--- config.mk ---
export PLATFORM = sky130hd
export DESIGN_NAME = t16oc_top
export DESIGN_NICKNAME = d
export VERILOG_FILES = /design/src/t16oc_top.v /design/src/t16oc_cmp_reg.v /design/src/t16oc_wave.v
export VERILOG_INCLUDE_DIRS = /design/src
export SDC_FILE = /design/constraint.sdc
export NUM_CORES = 1
export LEC_CHECK = 0
export ABC_AREA = 1
export BUFFER_PORTS_ARGS = -buffer_cell sky130_fd_sc_hd__buf_2
export CAP_MARGIN = 10
export CORE_ASPECT_RATIO = 0.5
export CORE_MARGIN = 3
export CORE_UTILIZATION = 60
export CTS_CLUSTER_DIAMETER = 60
export CTS_CLUSTER_SIZE = 12
export DETAILED_ROUTE_END_ITERATION = 7
export PLACE_DENSITY = 0.83
export SYNTH_ARGS = -nofsm -noshare
export SYNTH_HDL_FRONTEND = slang
export SYNTH_SLANG_ARGS = --single-unit
--- constraint.sdc ---
create_clock -name clk -period 2.9 [get_ports clk]
set_input_delay 0.58 -clock clk [delete_from_list [all_inputs] [get_ports clk]]
set_output_delay 0.58 -clock clk [all_outputs]
set_load 0.01 [all_outputs]
--- src/t16oc_consts.vh ---
// Purpose: Named constants for the 16-bit timer output compare block.
// Assumes: Included by bare name from every design file of the block.
// Notes: Definitions only.
`ifndef T16OC_CONSTS_VH
`define T16OC_CONSTS_VH
// =====================================================================
// Waveform mode select codes
`define T16OC_MODE_NORMAL 4'h0
`define T16OC_MODE_CTC_A 4'h4
`define T16OC_MODE_CTC_ICR 4'hc
`define T16OC_MODE_RSVD 4'hd
`define T16OC_MODE_PFC_ICR 4'h8
`define T16OC_MODE_PFC_A 4'h9
`define T16OC_MODE_PC_A 4'hb
`define T16OC_MODE_FAST_8 4'h5
`define T16OC_MODE_FAST_9 4'h6
`define T16OC_MODE_FAST_10 4'h7
`define T16OC_MODE_FAST_ICR 4'he
`define T16OC_MODE_FAST_A 4'hf
// =====================================================================
// Output action codes
`define T16OC_ACT_NONE 2'h0
`define T16OC_ACT_TOGGLE 2'h1
`define T16OC_ACT_CLEAR 2'h2
`define T16OC_ACT_SET 2'h3
// =====================================================================
// Reset values and maximum count
`define T16OC_CMP_RESET 16'h0000
`define T16OC_BYTE_RESET 8'h00
`define T16OC_MAX_COUNT 16'hffff
`endif

--- src/t16oc_top.v ---
// Purpose: Two output compare channels for a 16-bit timer/counter.
// Assumes: Bus strobes and timer signals are synchronous to clk.
// Notes: Counter, prescaler and input capture live outside this block.
//
// Function
// [RQ1] Compare full count with value every cycle.
// [RQ2] Two independent channels A and B.
// [RQ3] Match flag sets one timer tick later.
// [RQ4] Enabled flag requests irq; ack clears.
// [RQ5] Writing one clears flag; zero ignored.
// [RQ6] Output state from match, mode, action.
// [RQ7] Channel A value can be ceiling.
// [RQ8] Buffered in PWM, direct otherwise.
// [RQ9] Buffer loads only at ceiling or floor.
// [RQ10] CPU accesses buffer or active value.
// [RQ11] Only CPU writes; high byte read directly.
// [RQ12] High byte latched; low write updates all.
// [RQ13] Force updates output, not flag or counter.
// [RQ14] Counter write blocks next tick's matches.
// [RQ15] Blocked variable ceiling match lets count run.
// [RQ16] Software sets output before pin direction.
// [RQ17] Output state kept across modes, reset zero.
// [RQ18] Action field unbuffered, acts next match.
// [RQ19] Nonzero action overrides port value on pin.
// [RQ20] Action zero never changes output state.
// [RQ21] Action field ignores input capture.
// [RQ22] Mode 4 clears counter on A match.
// [RQ23] Mode 0 counts up, wraps freely.
// [RQ24] Force strobes pulse only, ignored in PWM.
`timescale 1ns/100ps
`include "t16oc_consts.vh"
module t16oc_top #(
  parameter WIDTH = 16
) (
  // Clock and reset
  input wire clk,
  input wire rst,
  // Counter interface
  input wire [WIDTH-1:0] timer_count,
  input wire timer_tick,
  input wire count_ceiling,
  input wire count_floor,
  input wire count_down,
  input wire counter_write,
  // Mode
  input wire [3:0] waveform_mode_select,
  input wire [1:0] compare_output_action_a,
  input wire [1:0] compare_output_action_b,
  // CPU compare value writes
  input wire [7:0] cpu_wdata,
  input wire wr_compare_value_high,
  input wire wr_compare_value_low_a,
  input wire wr_compare_value_low_b,
  // Force strobes
  input wire force_compare_strobe_a,
  input wire force_compare_strobe_b,
  // Flags and interrupts
  input wire compare_match_irq_enable_a,
  input wire compare_match_irq_enable_b,
  input wire flag_write_one_a,
  input wire flag_write_one_b,
  input wire irq_ack_a,
  input wire irq_ack_b,
  // Pin logic
  input wire port_value_a,
  input wire port_value_b,
  input wire output_pin_direction_bit_a,
  input wire output_pin_direction_bit_b,
  // Readback
  output reg [7:0] compare_value_low_a,
  output reg [7:0] compare_value_high_a,
  output reg [7:0] compare_value_low_b,
  output reg [7:0] compare_value_high_b,
  output reg compare_match_flag_a,
  output reg compare_match_flag_b,
  output reg compare_irq_a,
  output reg compare_irq_b,
  output reg compare_output_state_a,
  output reg compare_output_state_b,
  // Counter control
  output reg counter_clear,
  output reg ceiling_match_a,
  // Pins
  output reg pin_out_a,
  output reg pin_out_b,
  output reg pin_oe_a,
  output reg pin_oe_b
);
  // =====================================================================
  // Mode decode
  function is_pwm;
    input [3:0] mode;
    begin
      is_pwm = !((mode == `T16OC_MODE_NORMAL) || (mode == `T16OC_MODE_CTC_A) ||
        (mode == `T16OC_MODE_CTC_ICR) || (mode == `T16OC_MODE_RSVD));
    end
  endfunction

  function is_fast;
    input [3:0] mode;
    begin
      is_fast = (mode == `T16OC_MODE_FAST_8) || (mode == `T16OC_MODE_FAST_9) ||
        (mode == `T16OC_MODE_FAST_10) || (mode == `T16OC_MODE_FAST_ICR) ||
        (mode == `T16OC_MODE_FAST_A);
    end
  endfunction

  function a_is_top;
    input [3:0] mode;
    begin
      a_is_top = (mode == `T16OC_MODE_CTC_A) || (mode == `T16OC_MODE_FAST_A) ||
        (mode == `T16OC_MODE_PC_A) || (mode == `T16OC_MODE_PFC_A);
    end
  endfunction

  wire pwm;
  wire fast;
  wire floor_update;
  wire buf_update;

  assign pwm = is_pwm(waveform_mode_select); // [RQ8]
  assign fast = is_fast(waveform_mode_select);
  // Frequency correct modes reload at the floor so both slopes match.
  assign floor_update = (waveform_mode_select == `T16OC_MODE_PFC_ICR) ||
    (waveform_mode_select == `T16OC_MODE_PFC_A);
  assign buf_update = timer_tick &&
    (floor_update ? count_floor : count_ceiling); // [RQ9]

  // =====================================================================
  // Shared high-byte latch
  reg [7:0] high_latch;

  always @(posedge clk)
  begin
    if (rst)
      high_latch <= `T16OC_BYTE_RESET;
    else if (wr_compare_value_high)
      high_latch <= cpu_wdata; // [RQ12]
  end

  // =====================================================================
  // Match blocking after a counter write
  // The hold survives a stopped timer clock until the next tick uses it.
  reg block_pending;

  always @(posedge clk)
  begin
    if (rst)
      block_pending <= 1'b0;
    else if (counter_write)
      block_pending <= 1'b1; // [RQ14]
    else if (timer_tick)
      block_pending <= 1'b0;
  end

  // =====================================================================
  // Channel bundles
  wire [1:0] wr_low;
  wire [1:0] force_in;
  wire [1:0] irq_en;
  wire [1:0] clr_write;
  wire [1:0] ack;
  wire [3:0] action;
  wire [1:0] port_val;
  wire [1:0] dir_bit;
  wire [2*WIDTH-1:0] active;
  wire [2*WIDTH-1:0] readback;
  wire [1:0] equal;
  wire [1:0] match;
  wire [1:0] state;
  wire [1:0] next_flag;

  assign wr_low = {wr_compare_value_low_b, wr_compare_value_low_a};
  assign force_in = {force_compare_strobe_b, force_compare_strobe_a};
  assign irq_en = {compare_match_irq_enable_b, compare_match_irq_enable_a};
  assign clr_write = {flag_write_one_b, flag_write_one_a};
  assign ack = {irq_ack_b, irq_ack_a};
  assign action = {compare_output_action_b, compare_output_action_a}; // [RQ18]
  assign port_val = {port_value_b, port_value_a};
  assign dir_bit = {output_pin_direction_bit_b, output_pin_direction_bit_a};

  genvar ch;
  generate
    for (ch = 0; ch < 2; ch = ch + 1)
    begin : g_ch // [RQ2]
      reg match_seen;
      reg flag_bit;
      reg next_flag_bit;

      t16oc_cmp_reg #(
        .WIDTH(WIDTH)
      ) u_cmp (
        .clk(clk),
        .rst(rst),
        .buffered(pwm), // [RQ8]
        .load(wr_low[ch]), // [RQ11]
        .wdata({high_latch, cpu_wdata}), // [RQ12]
        .update(buf_update),
        .active(active[ch*WIDTH +: WIDTH]),
        .readback(readback[ch*WIDTH +: WIDTH])
      );

      assign equal[ch] = (timer_count == active[ch*WIDTH +: WIDTH]); // [RQ1]
      assign match[ch] = equal[ch] && timer_tick && !block_pending; // [RQ14]

      t16oc_wave u_wave (
        .clk(clk),
        .rst(rst),
        .pwm(pwm),
        .fast(fast),
        .toggle_ok((ch == 0) && a_is_top(waveform_mode_select)),
        .action(action[2*ch +: 2]), // [RQ21]
        .match(match[ch]), // [RQ6]
        .force_match(force_in[ch] && !pwm), // [RQ24]
        .floor_tick(timer_tick && count_floor),
        .count_down(count_down),
        .state(state[ch])
      );

      always @(posedge clk)
      begin
        if (rst)
          match_seen <= 1'b0;
        else if (timer_tick)
          match_seen <= match[ch]; // [RQ3]
      end

      // A new match outranks a clear landing in the same cycle.
      always @*
      begin
        next_flag_bit = flag_bit;
        if (ack[ch] || clr_write[ch]) // [RQ4] [RQ5]
          next_flag_bit = 1'b0;
        if (timer_tick && match_seen) // [RQ3]
          next_flag_bit = 1'b1;
      end

      assign next_flag[ch] = next_flag_bit;

      always @(posedge clk)
      begin
        if (rst)
          flag_bit <= 1'b0;
        else
          flag_bit <= next_flag_bit;
      end
    end
  endgenerate

  // =====================================================================
  // Ceiling handling for channel A
  // A blocked match is simply absent, so the counter runs on to the max.
  wire next_ceiling_match;
  wire next_counter_clear;

  assign next_ceiling_match = match[0] && a_is_top(waveform_mode_select); // [RQ7] [RQ15]
  assign next_counter_clear = next_ceiling_match &&
    (waveform_mode_select == `T16OC_MODE_CTC_A); // [RQ22] [RQ23]

  // =====================================================================
  // Registered outputs
  always @(posedge clk)
  begin
    if (rst)
    begin
      compare_value_low_a <= `T16OC_BYTE_RESET;
      compare_value_high_a <= `T16OC_BYTE_RESET;
      compare_value_low_b <= `T16OC_BYTE_RESET;
      compare_value_high_b <= `T16OC_BYTE_RESET;
      compare_match_flag_a <= 1'b0;
      compare_match_flag_b <= 1'b0;
      compare_irq_a <= 1'b0;
      compare_irq_b <= 1'b0;
      compare_output_state_a <= 1'b0;
      compare_output_state_b <= 1'b0;
      counter_clear <= 1'b0;
      ceiling_match_a <= 1'b0;
      pin_out_a <= 1'b0;
      pin_out_b <= 1'b0;
      pin_oe_a <= 1'b0;
      pin_oe_b <= 1'b0;
    end
    else
    begin
      // High bytes come straight from the register, not the shared latch.
      compare_value_low_a <= readback[7:0];
      compare_value_high_a <= readback[15:8]; // [RQ11]
      compare_value_low_b <= readback[WIDTH+7:WIDTH];
      compare_value_high_b <= readback[WIDTH+15:WIDTH+8]; // [RQ11]
      compare_match_flag_a <= next_flag[0];
      compare_match_flag_b <= next_flag[1];
      compare_irq_a <= next_flag[0] && irq_en[0]; // [RQ4]
      compare_irq_b <= next_flag[1] && irq_en[1]; // [RQ4]
      compare_output_state_a <= state[0];
      compare_output_state_b <= state[1];
      counter_clear <= next_counter_clear; // [RQ22]
      ceiling_match_a <= next_ceiling_match; // [RQ15]
      pin_out_a <= (action[1:0] != `T16OC_ACT_NONE) ? state[0] : port_val[0]; // [RQ19]
      pin_out_b <= (action[3:2] != `T16OC_ACT_NONE) ? state[1] : port_val[1]; // [RQ19]
      pin_oe_a <= dir_bit[0]; // [RQ19]
      pin_oe_b <= dir_bit[1]; // [RQ19]
    end
  end
endmodule // t16oc_top

--- src/t16oc_cmp_reg.v ---
// Purpose: One compare value with optional double buffer.
// Assumes: Writes arrive as full 16-bit words in one clock.
// Notes: Readback shows the buffer while buffering, else the active value.
`timescale 1ns/100ps
`include "t16oc_consts.vh"
module t16oc_cmp_reg #(
  parameter WIDTH = 16
) (
  // Clock and reset
  input wire clk,
  input wire rst,
  // Control
  input wire buffered,
  input wire load,
  input wire [WIDTH-1:0] wdata,
  input wire update,
  // Results
  output reg [WIDTH-1:0] active,
  output reg [WIDTH-1:0] readback
);
  reg [WIDTH-1:0] buffer;
  wire [WIDTH-1:0] next_buffer;
  wire [WIDTH-1:0] next_active;

  // =====================================================================
  // Buffer and active value
  assign next_buffer = (load && buffered) ? wdata : buffer; // [RQ10]
  assign next_active = (load && !buffered) ? wdata : // [RQ10]
    ((buffered && update) ? buffer : active); // [RQ9]

  always @(posedge clk)
  begin
    if (rst)
    begin
      buffer <= `T16OC_CMP_RESET;
      active <= `T16OC_CMP_RESET;
      readback <= `T16OC_CMP_RESET;
    end
    else
    begin
      buffer <= next_buffer;
      active <= next_active;
      readback <= buffered ? next_buffer : next_active; // [RQ10]
    end
  end
endmodule // t16oc_cmp_reg

--- src/t16oc_wave.v ---
// Purpose: Output state of one compare channel.
// Assumes: match is a single-cycle pulse on a timer tick; force is a single-cycle pulse on any cycle.
// Notes: State holds across mode changes; reset clears it to zero.
`timescale 1ns/100ps
`include "t16oc_consts.vh"
module t16oc_wave (
  // Clock and reset
  input wire clk,
  input wire rst,
  // Mode
  input wire pwm,
  input wire fast,
  input wire toggle_ok,
  input wire [1:0] action,
  // Events
  input wire match,
  input wire force_match,
  input wire floor_tick,
  input wire count_down,
  // Result
  output reg state
);
  reg next_state;

  // =====================================================================
  // Action decode
  always @*
  begin
    next_state = state;
    if (!pwm)
    begin
      if (match || force_match) // [RQ13]
      begin
        case (action) // [RQ6]
          `T16OC_ACT_TOGGLE: next_state = ~state;
          `T16OC_ACT_CLEAR: next_state = 1'b0;
          `T16OC_ACT_SET: next_state = 1'b1;
          default: next_state = state; // [RQ20]
        endcase
      end
    end
    else if (fast)
    begin
      case (action) // [RQ6]
        `T16OC_ACT_TOGGLE: next_state = (match && toggle_ok) ? ~state : state;
        `T16OC_ACT_CLEAR: next_state = match ? 1'b0 : (floor_tick ? 1'b1 : state);
        `T16OC_ACT_SET: next_state = match ? 1'b1 : (floor_tick ? 1'b0 : state);
        default: next_state = state; // [RQ20]
      endcase
    end
    else if (match)
    begin
      // Dual slope: direction picks the edge of the pulse.
      case (action) // [RQ6]
        `T16OC_ACT_TOGGLE: next_state = toggle_ok ? ~state : state;
        `T16OC_ACT_CLEAR: next_state = count_down;
        `T16OC_ACT_SET: next_state = ~count_down;
        default: next_state = state; // [RQ20]
      endcase
    end
  end

  always @(posedge clk)
  begin
    if (rst)
      state <= 1'b0; // [RQ17]
    else
      state <= next_state; // [RQ17]
  end
endmodule // t16oc_wave

-- Word level (Yosys, flattened, before mapping)
Cells that the tools add are included.
- $add $sub $neg: 0
- multiply operators: 0
- div/mod/pow operators: 0
- $lt $le $gt $ge: 0
- equal/unequal tests: 27
- shift-type cells: 0
- mux-type cells: 39
- bitwise logic cells: 3
- reduce and logical (&&, ||, !) cells: 47
- operators by type and width (operator ; count):
    two-way mux 16 bit ; 8
    equality test 16 bit ; 2
    equality test 4 bit (second input constant) ; 7
    two-way mux 1 bit ; 25
    logical AND 1 bit ; 19
    equality test 4 x 3 -> 1 bit (second input constant) ; 4
    logical OR 1 bit ; 15
    nonzero test 3 bit ; 5
    inequality test 4 x 3 -> 1 bit (second input constant) ; 3
    case mux 1 bit (3 select lines) ; 4
    equality test 2 bit (second input constant) ; 4
    inequality test 4 x 2 -> 1 bit (second input constant) ; 2
    AND reduction 7 bit ; 1
    AND reduction 6 bit ; 1
    nonzero test 2 bit ; 3
    equality test 2 x 1 -> 1 bit (second input constant) ; 2
    zero test 4 bit ; 1
    inequality test 2 x 1 -> 1 bit (second input constant) ; 2
    inequality test 4 bit (second input constant) ; 1
    case mux 1 bit (2 select lines) ; 2
    NOT 1 bit ; 3
    zero test 1 bit ; 2
- flip-flop bits (word level): 153
- latch bits: 0
- RAM bits: 0
- ROM bits: 0
- bits of input ports: 54
- output and inout bits: 44
- logic and storage cells: 144
- memories kept: 0

-- Longest topological paths before layout
Gate-level depths: netlist (run 1).
- depth after elaboration: 9
- depth in mapped cells: 13
- depth with buffers taken out: 13

-- Cells and area by module
A second synthesis (run 1) with hierarchy kept.
- cell total of the unflattened synthesis: 1062
- area total of the unflattened synthesis: 7083.0 sq um
- modules (own cells, without submodules) (module ; times used ; cells each ; area each (sq um) ; seq. area each (sq um)):
    t16oc_cmp_reg ; 2 ; 304 ; 2135.8 ; 960.9
    t16oc_top ; 1 ; 402 ; 2553.7 ; 1101.1
    t16oc_wave ; 2 ; 26 ; 128.9 ; 20.0

-- Worst setup path before layout (run 1)
OpenSTA, ideal clock, no wires.
- kind: input port to flip-flop
- start: input timer_tick
- end: register g_ch[1].u_wave.state
- setup time: 115 ps
- arrival: 1869 ps
- data required time: 2785 ps
- setup slack: 916 ps
- stages on the path: 12
- path buffers: 0
- cells stage by stage: nand2_1 > inv_1 > nand4_1 > nor4_1 > nand4_1 > ha_1 > o21ai_0 > a21oi_1 > a21oi_1 > nand3_1 > nand2_1 > nor2_1
- word-level cells in the longest chain between the ends: 6
- elaborated cells between the ends (all ways): 14
- classes of those cells: eq/ne: 3; mux: 5; reduce/logical: 6
- RTL lines (element ; line ; text):
    start, declared ; t16oc_top.v:40 ; input wire timer_tick,
    logical AND 1 bit (2 in series) ; t16oc_top.v:204 ; assign match[ch] = equal[ch] && timer_tick && !block_pending;
    two-way mux 1 bit, on equally long branches ; t16oc_wave.v:47, t16oc_wave.v:46 ;
    case mux 1 bit (2 select lines) ; t16oc_wave.v:44 ; case (action)
    two-way mux 1 bit ; t16oc_wave.v:42 ; else if (fast)
    two-way mux 1 bit ; t16oc_wave.v:30 ; if (!pwm)
    end signal, assigned ; t16oc_wave.v:68 ; state <= next_state;
    end, declared ; t16oc_wave.v:21 ; output reg state
Several ways; a longest one is shown, not always the timed one.
A chain may end at the register's enable or synchronous reset.

-- Worst setup path after layout (run 1)
- start: register block_pending
- end: register g_ch[1].u_wave.state
- word-level cells in the longest chain between the ends: 6
- elaborated cells between the ends (all ways): 13
- classes of those cells: eq/ne: 3; mux: 5; reduce/logical: 5
- RTL lines (element ; line ; text):
    start, declared ; t16oc_top.v:144 ; reg block_pending;
    start signal, assigned ; t16oc_top.v:149 ; block_pending <= 1'b0;
    start signal, assigned ; t16oc_top.v:151 ; block_pending <= 1'b1;
    start signal, assigned ; t16oc_top.v:153 ; block_pending <= 1'b0;
    zero test 1 bit (*) ; t16oc_top.v:204 ;
    logical AND 1 bit (*) ; t16oc_top.v:204 ;
    two-way mux 1 bit, on equally long branches ; t16oc_wave.v:47, t16oc_wave.v:46 ;
    case mux 1 bit (2 select lines) ; t16oc_wave.v:44 ;
    two-way mux 1 bit ; t16oc_wave.v:42 ;
    two-way mux 1 bit ; t16oc_wave.v:30 ;
Every way passes the cells marked *; elsewhere a longest branch is shown, timed or not.

==> results of run 1 <==
==> critical path: stages (launching register included) <==
cell,delay (ns)
sky130_fd_sc_hd__dfxtp_1,0.31
sky130_fd_sc_hd__inv_1,0.05
sky130_fd_sc_hd__nand2_1,0.10
sky130_fd_sc_hd__inv_1,0.11
sky130_fd_sc_hd__nand4_1,0.08
sky130_fd_sc_hd__nor4_1,0.35
sky130_fd_sc_hd__nand4_1,0.15
sky130_fd_sc_hd__ha_1,0.30
sky130_fd_sc_hd__o21ai_0,0.15
sky130_fd_sc_hd__a21oi_1,0.05
sky130_fd_sc_hd__a21oi_1,0.12
sky130_fd_sc_hd__nand3_1,0.09
sky130_fd_sc_hd__nand2_1,0.08
sky130_fd_sc_hd__nor2_1,0.05
==> sequential cells by signal (all words and copies together), names as in the netlist, 8 cells and up <==
| register | flops |
|---|---|
| g_ch.u_cmp.active | 32 |
| g_ch.u_cmp.buffer | 32 |
| g_ch.u_cmp.readback | 32 |
| compare_value_high_a | 8 |
| compare_value_high_b | 8 |
| compare_value_low_a | 8 |
| compare_value_low_b | 8 |
| high_latch | 8 |
==> synthesized netlist by cell type, types with 3 or more instances <==
| cell type | number |
|---|---|
| sky130_fd_sc_hd__a21oi_1 | 65 |
| sky130_fd_sc_hd__buf_1 | 4 |
| sky130_fd_sc_hd__buf_2 | 9 |
| sky130_fd_sc_hd__buf_4 | 4 |
| sky130_fd_sc_hd__clkbuf_1 | 18 |
| sky130_fd_sc_hd__dfxtp_1 | 153 |
| sky130_fd_sc_hd__inv_1 | 138 |
| sky130_fd_sc_hd__inv_2 | 3 |
| sky130_fd_sc_hd__mux2i_1 | 22 |
| sky130_fd_sc_hd__nand2_1 | 165 |
| sky130_fd_sc_hd__nand2_2 | 12 |
| sky130_fd_sc_hd__nand3_1 | 77 |
| sky130_fd_sc_hd__nand4_1 | 11 |
| sky130_fd_sc_hd__nor2_1 | 129 |
| sky130_fd_sc_hd__nor3b_1 | 4 |
| sky130_fd_sc_hd__nor4_1 | 4 |
| sky130_fd_sc_hd__o211ai_1 | 11 |
| sky130_fd_sc_hd__o21ai_0 | 48 |
| sky130_fd_sc_hd__o21ai_1 | 3 |
| sky130_fd_sc_hd__xnor2_1 | 8 |
==> metrics by stage <==
| stage | setup WS, ns | instances | power, mW | cell area, sq um |
|---|---|---|---|---|
| 2_1_floorplan | 0.9158 | 906 | 2.807 | 6549 |
| 3_3_place_gp | 0.4420 | 1118 | 3.040 | 7127 |
| 3_5_place_dp | 0.4789 | 1118 | 3.057 | 7127 |
| 4_1_cts | 0.8301 | 1150 | 5.194 | 7710 |
| 5_1_grt | 0.5983 | 1150 | 5.385 | 7710 |
| 6_report | 0.8010 | 1150 | 5.206 | 7710 |
==> cell families (layout without fill, tap and decap cells) <==
kind of cell / after synthesis / count (layout) / synth area share (%)
flops: 153 / 153 / 46.77
simple gates: 410 / 410 / 26.73
buf+inv: 179 / 283 / 11.06
compound gates: 132 / 132 / 10.68
mux: 22 / 22 / 3.363
xor+xnor: 9 / 9 / 1.204
fa+ha+maj: 1 / 1 / 0.1910
==> cells in the final DEF, fill, tap and decap left out, drive strengths merged, types with 8 or more instances in the layout <==
| cell | instances |
|---|---|
| a21oi | 65 |
| xnor2 | 8 |
| nand4 | 11 |
| o21ai | 51 |
| nand3 | 78 |
| dfxtp | 153 |
| o211ai | 11 |
| inv | 148 |
| nor2 | 129 |
| clkbuf | 18 |
| buf | 110 |
| nand2 | 179 |
| mux2i | 22 |
==> how the worst max path moves through the flow <==
stage,startpoint,end,slack [ns],depth (start not counted)
3_5_place_dp,timer_tick,g_ch[1].u_wave.state,0.48,13
5_1_grt,block_pending,g_ch[1].u_wave.state,0.60,13
4_1_cts,block_pending,g_ch[1].u_wave.state,0.83,13
6_report,block_pending,g_ch[1].u_wave.state,0.80,13
2_1_floorplan,timer_tick,g_ch[1].u_wave.state,0.92,12
3_3_place_gp,timer_tick,g_ch[1].u_wave.state,0.44,13
==> final cells by class <==
type / instances / area, sq um
Multi-Input combinational cell: 574 / 2761
Clock inverter: 14 / 153.9
Tap cell: 140 / 175.2
Inverter: 141 / 529.3
Clock buffer: 18 / 429.2
Fill cell: 816 / 2700
Sequential cell: 153 / 3063
Timing Repair Buffer: 110 / 598.1
==> power by group through the flow <==
stage                     sequential (mW)  combinational [mW]  clock [mW]
final                                2.33               0.719        2.16
after global routing                 2.33               0.800        2.25
after CTS                            2.32               0.706        2.17
after detailed placement             2.37               0.691           0
after global placement               2.36               0.676           0
after floorplan                      2.35               0.459           0
==> routing by layer <==
layer	track usage, %	vias to the layer above	part of all wire, %
met5	0	-	0
met2	51.53	368	43
li1	-	3051	-
met4	10.40	0	1.9
met1	44.62	2910	44
met3	8.392	39	11
==> impl.org, run 1 <==
** Status
- The flow ran to the end, and the final reports show no timing, DRC or antenna violations.

** Placed design
- Gp weighted congestion :: 0.9835
- Port buffering added 97 buffers.
- Estimated wirelength of the detail-placed design :: 13740 um

** GRT
- The number of global-route vias before repair is 6021.
- The first global-routing pass estimated 31110 um of wire.
- In the global route stage, overall resource usage came out at 32.77%.
- The number of antenna violations at the first check in global routing was 0.
- Maximum number of pins on one net before global-route repair :: 111
- Summed over all layers, the global routing overflow is 0.

** Worst setup path
- Setup crit end kind :: flop
- For the worst flop-to-flop path, the logic depth is 13.
- CP Max Fanout :: 3
- The worst setup path is launched from a flop.
- Capture instance of the worst register-to-register path :: g_ch[1].u_wave.state
- Worst setup path class :: reg2reg
- Data required time at the worst endpoint :: 3.22 ns
- For the worst setup path, the data arrival time is 2.41 ns.
- The startpoint identified for the worst register-to-register timing path is block_pending.
- In this run the register-to-register setup slack is 0.80 ns.

** STA
- Final worst-path cycle share :: 72.38%
- In the final timing run, aggregate negative setup slack is 0 ns.
- Worst Tran Pin Value :: 0.5965 ns
- Final worst path period need :: 2.099 ns
- Clock skew on the completed layout was measured at 0.01153 ns.
- Setup violations remaining at the end of the flow were counted as 0.
- Derived from the worst setup path, the maximum achievable clock frequency is 476.4 MHz.
- Headroom to the max-slew limit came out at 60.19%.
- RSZ-0062 raised after global routing :: no
- Hold Worst Slack :: 0.3606 ns
- The final number of max-transition violations was 0.
- Hold violation count in the final report :: 0

** Final layout
- The net count of the finished layout is 1052.
- The number of antenna diodes in the final layout is 0.
- Area added between synthesis and finish :: 17.73%
- Cells with a size suffix above 1 make up 15.84% of the layout.
- Final core utilization :: 74.06%

** Floorplan
- After floorplanning, the core was divided into 26 placement rows.
- Initial Util :: 62.91%
- The floorplan step defined a die boundary enclosing 12280 sq um.
- The die is 153.7 um wide.
- From bottom edge to top edge, the die measures 79.88 um.
- I/O pin cnt :: 98
- The total area inside the core boundary comes to 10410 sq um.

** Routing
- Routed wire length per instance :: 17.25 um
- TritonRoute pass-1 iters :: 7
- In the routed design, unresolved DRC markers number 0.
- After detailed routing, the total wire length is 19840 um.
- Post-route antenna net violation count :: 0
- DR iter-0 viols :: 801
- Detailed-route via count :: 6368
- Number of vias per cell after detailed routing :: 5.537

** Power
- Summed over all nets, the switching power comes to 1.568 mW.
- Share of power burned in the clock network :: 41.5%
- Max IR drop VDD :: 0.4832 mV
- For this design the static power due to leakage is 3.913 nW.
- Cell internal power was estimated by the tool at 3.638 mW.
- Power per Cell Area :: 675.3 nW/um^2
- Net switching is 30.12% of the power.
- Combinational cell fraction of total power :: 13.8%
- Sequential cells burn 44.7% of the power.

** Clock network
- Max Buffers Root-to-Sink :: 2
- In this run the number of H-tree levels came out at 4.
- Root Driver :: sky130_fd_sc_hd__clkbuf_16
- Number of setup buffers added after CTS :: 0
- Clock transition at the register clock pins on the worst setup and hold paths after CTS :: 0.06 ns
- TritonCTS built the clock tree.
- TritonCTS Buffers :: 17
- For this design, the CTS-stage hold fixing added 0 buffers.
- In this run, post-CTS repair resized a total of 0 instances.
- At the later pin of the worst-skew pair, clock insertion delay measures 0.43 ns.
- Number of sinks handled by clock tree synthesis :: 153

** Synthesis
- In the synthesized netlist, the number of instances is 906.
- sky130_fd_sc_hd__dfxtp_1 takes more of the synthesized area than any other cell.
- Summing every instance area after synthesis gives 6549 sq um.
- The share of synthesized area in the top cell type comes to 46.77%.
- Synthesis inferred 153 register bits.
- Main area contributors after synthesis :: sky130_fd_sc_hd__dfxtp_1, sky130_fd_sc_hd__nand2_1, sky130_fd_sc_hd__inv_1, sky130_fd_sc_hd__nor2_1, sky130_fd_sc_hd__nand3_1
- Synth warn :: 0
- When the netlist entered floorplanning its net count stood at 961.
- Counting flops with a built-in enable in the synthesized netlist gives 0.
- Main flop type after synthesis :: sky130_fd_sc_hd__dfxtp_1
- Of all flip-flops after synthesis, the portion carrying an async set or reset was 0%.
- The netlist uses 33 different library cells.
- Mean cell area of the mapped netlist :: 7.228 sq um
- Share of the yosys chip area belonging to registers :: 46.77%

** Run
- The tool flagged a number of max-cap violations equal to 0.

** Min path
- Worst hold path cell count :: 3
- The path with the worst hold slack has its endpoint at pin_oe_b.
- The worst hold path begins at output_pin_direction_bit_b.
- Class of the most critical hold timing path :: in2reg
Power figures use the tool's default switching activity.
==> run 2: changes to the inputs <==
--- a/config.mk
+++ b/config.mk
@@ -11,11 +11,11 @@
 export CAP_MARGIN = 10
 export CORE_ASPECT_RATIO = 0.5
 export CORE_MARGIN = 3
-export CORE_UTILIZATION = 60
+export CORE_UTILIZATION = 57
 export CTS_CLUSTER_DIAMETER = 60
 export CTS_CLUSTER_SIZE = 12
 export DETAILED_ROUTE_END_ITERATION = 7
-export PLACE_DENSITY = 0.83
+export PLACE_DENSITY = 0.8
 export SYNTH_ARGS = -nofsm -noshare
 export SYNTH_HDL_FRONTEND = slang
 export SYNTH_SLANG_ARGS = --single-unit
==> constraint.sdc (replaced) <==
create_clock -name clk -period 2 [get_ports clk]
set_input_delay 0.4 -clock clk [delete_from_list [all_inputs] [get_ports clk]]
set_output_delay 0.4 -clock clk [all_outputs]
set_load 0.01 [all_outputs]
==> run 2 against run 1 <==
Against the previous run:
- die area rose by 5.0%
- via count increased by 4.2%
- combinational power up 70%
- global-route usage about the same
- clock power increased by 51%
- sequential power is 44% higher
- worst hold slack got worse by 0.17 ns
- highest routed layer is now met5
- count of clock-buffer cells in the layout stayed put
- register-to-register slack worse by 0.72 ns
- setup slack worse by 0.72 ns
- critical endpoint unchanged
==> impl.org, run 2 (synthesis gave the netlist of run 1 again) <==
** Status
- The run finished with clean final reports.

** Clock network
- Clock transition at the register clock pins on the worst setup and hold paths after CTS :: 0.08 ns (+0.02 ns)
- The clock sink count came to 153 (unchanged).
- TritonCTS Buffers :: 17 (unchanged)
- In this run the clock root is driven by a sky130_fd_sc_hd__clkbuf_16.
- Clock tree from TritonCTS :: yes
- The clock insertion delay at the later pin of the skew report is 0.43 ns (about the same).
- Max Buffers Root-to-Sink :: 2 (unchanged)
- Post-cts hold buffer count :: 0 (unchanged)
- The number of levels the H-tree was split into came to 4 (unchanged).

** Worst setup path
- Setup crit end kind :: flop
- In this run the critical register-to-register path is captured at g_ch[1].u_wave.state.
- Following the worst setup path forward leads to its endpoint at g_ch[1].u_wave.state.
- The required time reported for the critical path endpoint came to 2.33 ns (-0.89 ns).
- Worst EP arrival :: 2.24 ns (-0.17 ns)
- Worst setup path class :: reg2reg
- Reg2reg setup slack :: 0.08 ns (-0.72 ns)
- Startpoint type of the worst setup path :: flop
- The most critical setup path has its startpoint at g_ch[1].u_cmp.active[7].
- The worst-path maximum fanout came to 2 (-1).
- The worst reg-to-reg path cell count was 12 (-1).
- Reg2Reg Launch Point :: g_ch[1].u_cmp.active[7]

** Floorplan
- Width of the chip :: 157.6 um (+2.5%)
- Initial Util :: 61.19% (-1.7 points)
- Placeable core region :: 10700 sq um (+2.8%)
- Number of standard-cell rows in the floorplan :: 26 (unchanged)
- The top-level port count came to 98 (unchanged).
- Chip height :: 81.80 um (+2.4%)
- The die outline area came to 12890 sq um (+5.0%).

** Routing
- Detailed-route via count :: 6633 (+4.2%)
- The first-iteration detailed-routing DRC count was 847 (+5.7%).
- The detailed-router iteration count before antenna repair was 6 (-1).
- Number of vias per cell after detailed routing :: 5.468 (-1.2%)
- The sum of routed wire length over all layers came to 20670 um (+4.2%).
- The average routed wire per standard cell is 17.04 um (-1.2%).
- Post-route antenna net violation count :: 0 (unchanged)
- The DRC violations left came to 0 (unchanged).

** Final layout
- The post-layout net count was 1115 (+6.0%).
- The largest registers in the layout are g_ch.u_cmp.active: 32 flops, g_ch.u_cmp.buffer: 32 flops, g_ch.u_cmp.readback: 32 flops.
- The number of standard cells in the layout, taps in and fillers out came to 1213 (+5.5%).
- Final antenna diode count :: 0 (unchanged)
- Fraction of final layout cells sized beyond drive strength 1 :: 22.18% (+6.3 points)
- Final cell area excluding filler cells :: 8304 sq um (+7.7%)
- Commonest non-fill, non-tap cells in the layout :: sky130_fd_sc_hd__nand2_1, sky130_fd_sc_hd__dfxtp_1, sky130_fd_sc_hd__inv_1
- Leading cell type in the layout, fill and taps excluded :: sky130_fd_sc_hd__nand2_1
- Area added between synthesis and finish :: 26.81%

** STA
- The final number of hold-violating endpoints is 0 (unchanged).
- The final critical-path share of the clock period came to 95.77% (+23 points).
- RSZ-0062 raised after global routing :: yes
- Max Clock Freq :: 522.1 MHz (+9.6%)
- Final setup vio count :: 0 (unchanged)
- The worst slew margin relative to its limit was 65.87% (+5.7 points).
- Worst Tran Pin Value :: 0.5119 ns (-0.08455 ns)
- Final slew viol count :: 0 (unchanged)
- The final critical-path required period is 1.915 ns (-0.1836 ns).
- Layout Skew :: 0.01271 ns (+0.001180 ns)

** Power
- The total leakage power is 4.262 nW (+8.9%).
- Overall power after layout :: 7.840 mW (+51%)
- The power density over the cells came to 944.1 nW/um^2 (+40%).
- The worst vdd rail ir drop came to 0.6587 mV (+36%).

** GRT
- First-pass GRT wire length :: 32030 um (+2.9%)
- The combined global-route utilization of all metal layers is 32.74% (-0.035 points).
- Number of antenna violations at the first check in global routing :: 1 (+1)
- GRT Residual Overflow :: 0 (unchanged)
- The largest net degree at the start of global routing is 111 (unchanged).
- The number of global-route vias before repair was 6265 (+4.1%).

** Run
- Maximum capacitance violations :: 0 (unchanged)

** Placed design
- Estimated wirelength of the detail-placed design :: 14690 um (+6.9%)
- The weighted congestion at the end of routability-driven global placement is 0.9889 (+0.55%).
- The number of buffer cells added on primary ports came to 97 (unchanged).
- Placed instance area :: 7640 sq um (+7.2%)
- Inst Count DP :: 1178 (+5.4%)

** Min path
- The worst hold path belongs to the class in2reg.
run 2: cell types whose count changed in the layout (fill, tap and decap cells not counted), sizes merged:
cell,before,now
buf,110,173
bufinv,0,1
clkinv,4,3
run 2: metrics by stage:
step	setup TNS, ns	hold WS (ns)	setup WS (ns)	util, %
CTS	0	0.1804	0.005493	76.98
global route	-0.09864	0.2049	-0.09864	77.59
finish	0	0.1874	0.08467	77.59
floorplan	0	0.3883	0.1958	-
detailed placement	-0.1985	0.3940	-0.1894	71.38
global placement	-0.1807	0.3890	-0.1807	71.38
run 2: worst min path at each step:
stage / from / to / slack, ns / depth (start not counted)
after floorplan: g_ch[0].u_cmp.readback[8] / compare_value_high_a[0] / 0.39 / 2
after global placement: g_ch[0].u_cmp.readback[7] / compare_value_low_a[7] / 0.39 / 2
after detailed placement: g_ch[1].u_cmp.readback[7] / compare_value_low_b[7] / 0.39 / 2
after CTS: output_pin_direction_bit_b / pin_oe_b / 0.18 / 3
after global routing: output_pin_direction_bit_a / pin_oe_a / 0.20 / 3
final: output_pin_direction_bit_b / pin_oe_b / 0.19 / 3
run 2: area by class of cell:
cell class	instances	area, sq um
Multi-Input combinational cell	574	2805
Fill cell	805	2399
Tap cell	140	175.2
Clock inverter	14	153.9
Clock buffer	18	439.2
Sequential cell	153	3068
Timing Repair Buffer	173	1134
Inverter	141	529.3
run 2: report_power, final:
part / internal [mW] / switching, mW
Combinational: 0.481 / 0.737
Clock: 1.80 / 1.46
Sequential: 3.25 / 0.111
run 2: what timing repair did:
| action | 4_1_cts | 5_1_grt |
|---|---|---|
| gates cloned | 0 | 0 |
| pin swaps | 0 | 7 |
| hold endpoints to repair | 0 | 0 |
| setup endpoints to repair | 1 | 1 |
| resized for setup | 1 | 15 |
| buffers inserted | 0 | 3 |
run 2: metal layers:
metal  wire length, um  track usage (%)
met5                17                0
met4               337            9.524
met3              2280            9.316
met2              8932            52.39
met1              9100            43.76
run 2: worst max-delay path: stages, from the launching register on:
cell,delay (ns)
sky130_fd_sc_hd__dfxtp_2,0.35
sky130_fd_sc_hd__inv_2,0.05
sky130_fd_sc_hd__nand2_2,0.06
sky130_fd_sc_hd__nand4_1,0.16
sky130_fd_sc_hd__nor4_4,0.28
sky130_fd_sc_hd__nand4_1,0.14
sky130_fd_sc_hd__ha_1,0.31
sky130_fd_sc_hd__o21ai_1,0.12
sky130_fd_sc_hd__a21oi_1,0.05
sky130_fd_sc_hd__a21oi_1,0.12
sky130_fd_sc_hd__nand3_1,0.08
sky130_fd_sc_hd__nand2_1,0.06
sky130_fd_sc_hd__nor2_1,0.04
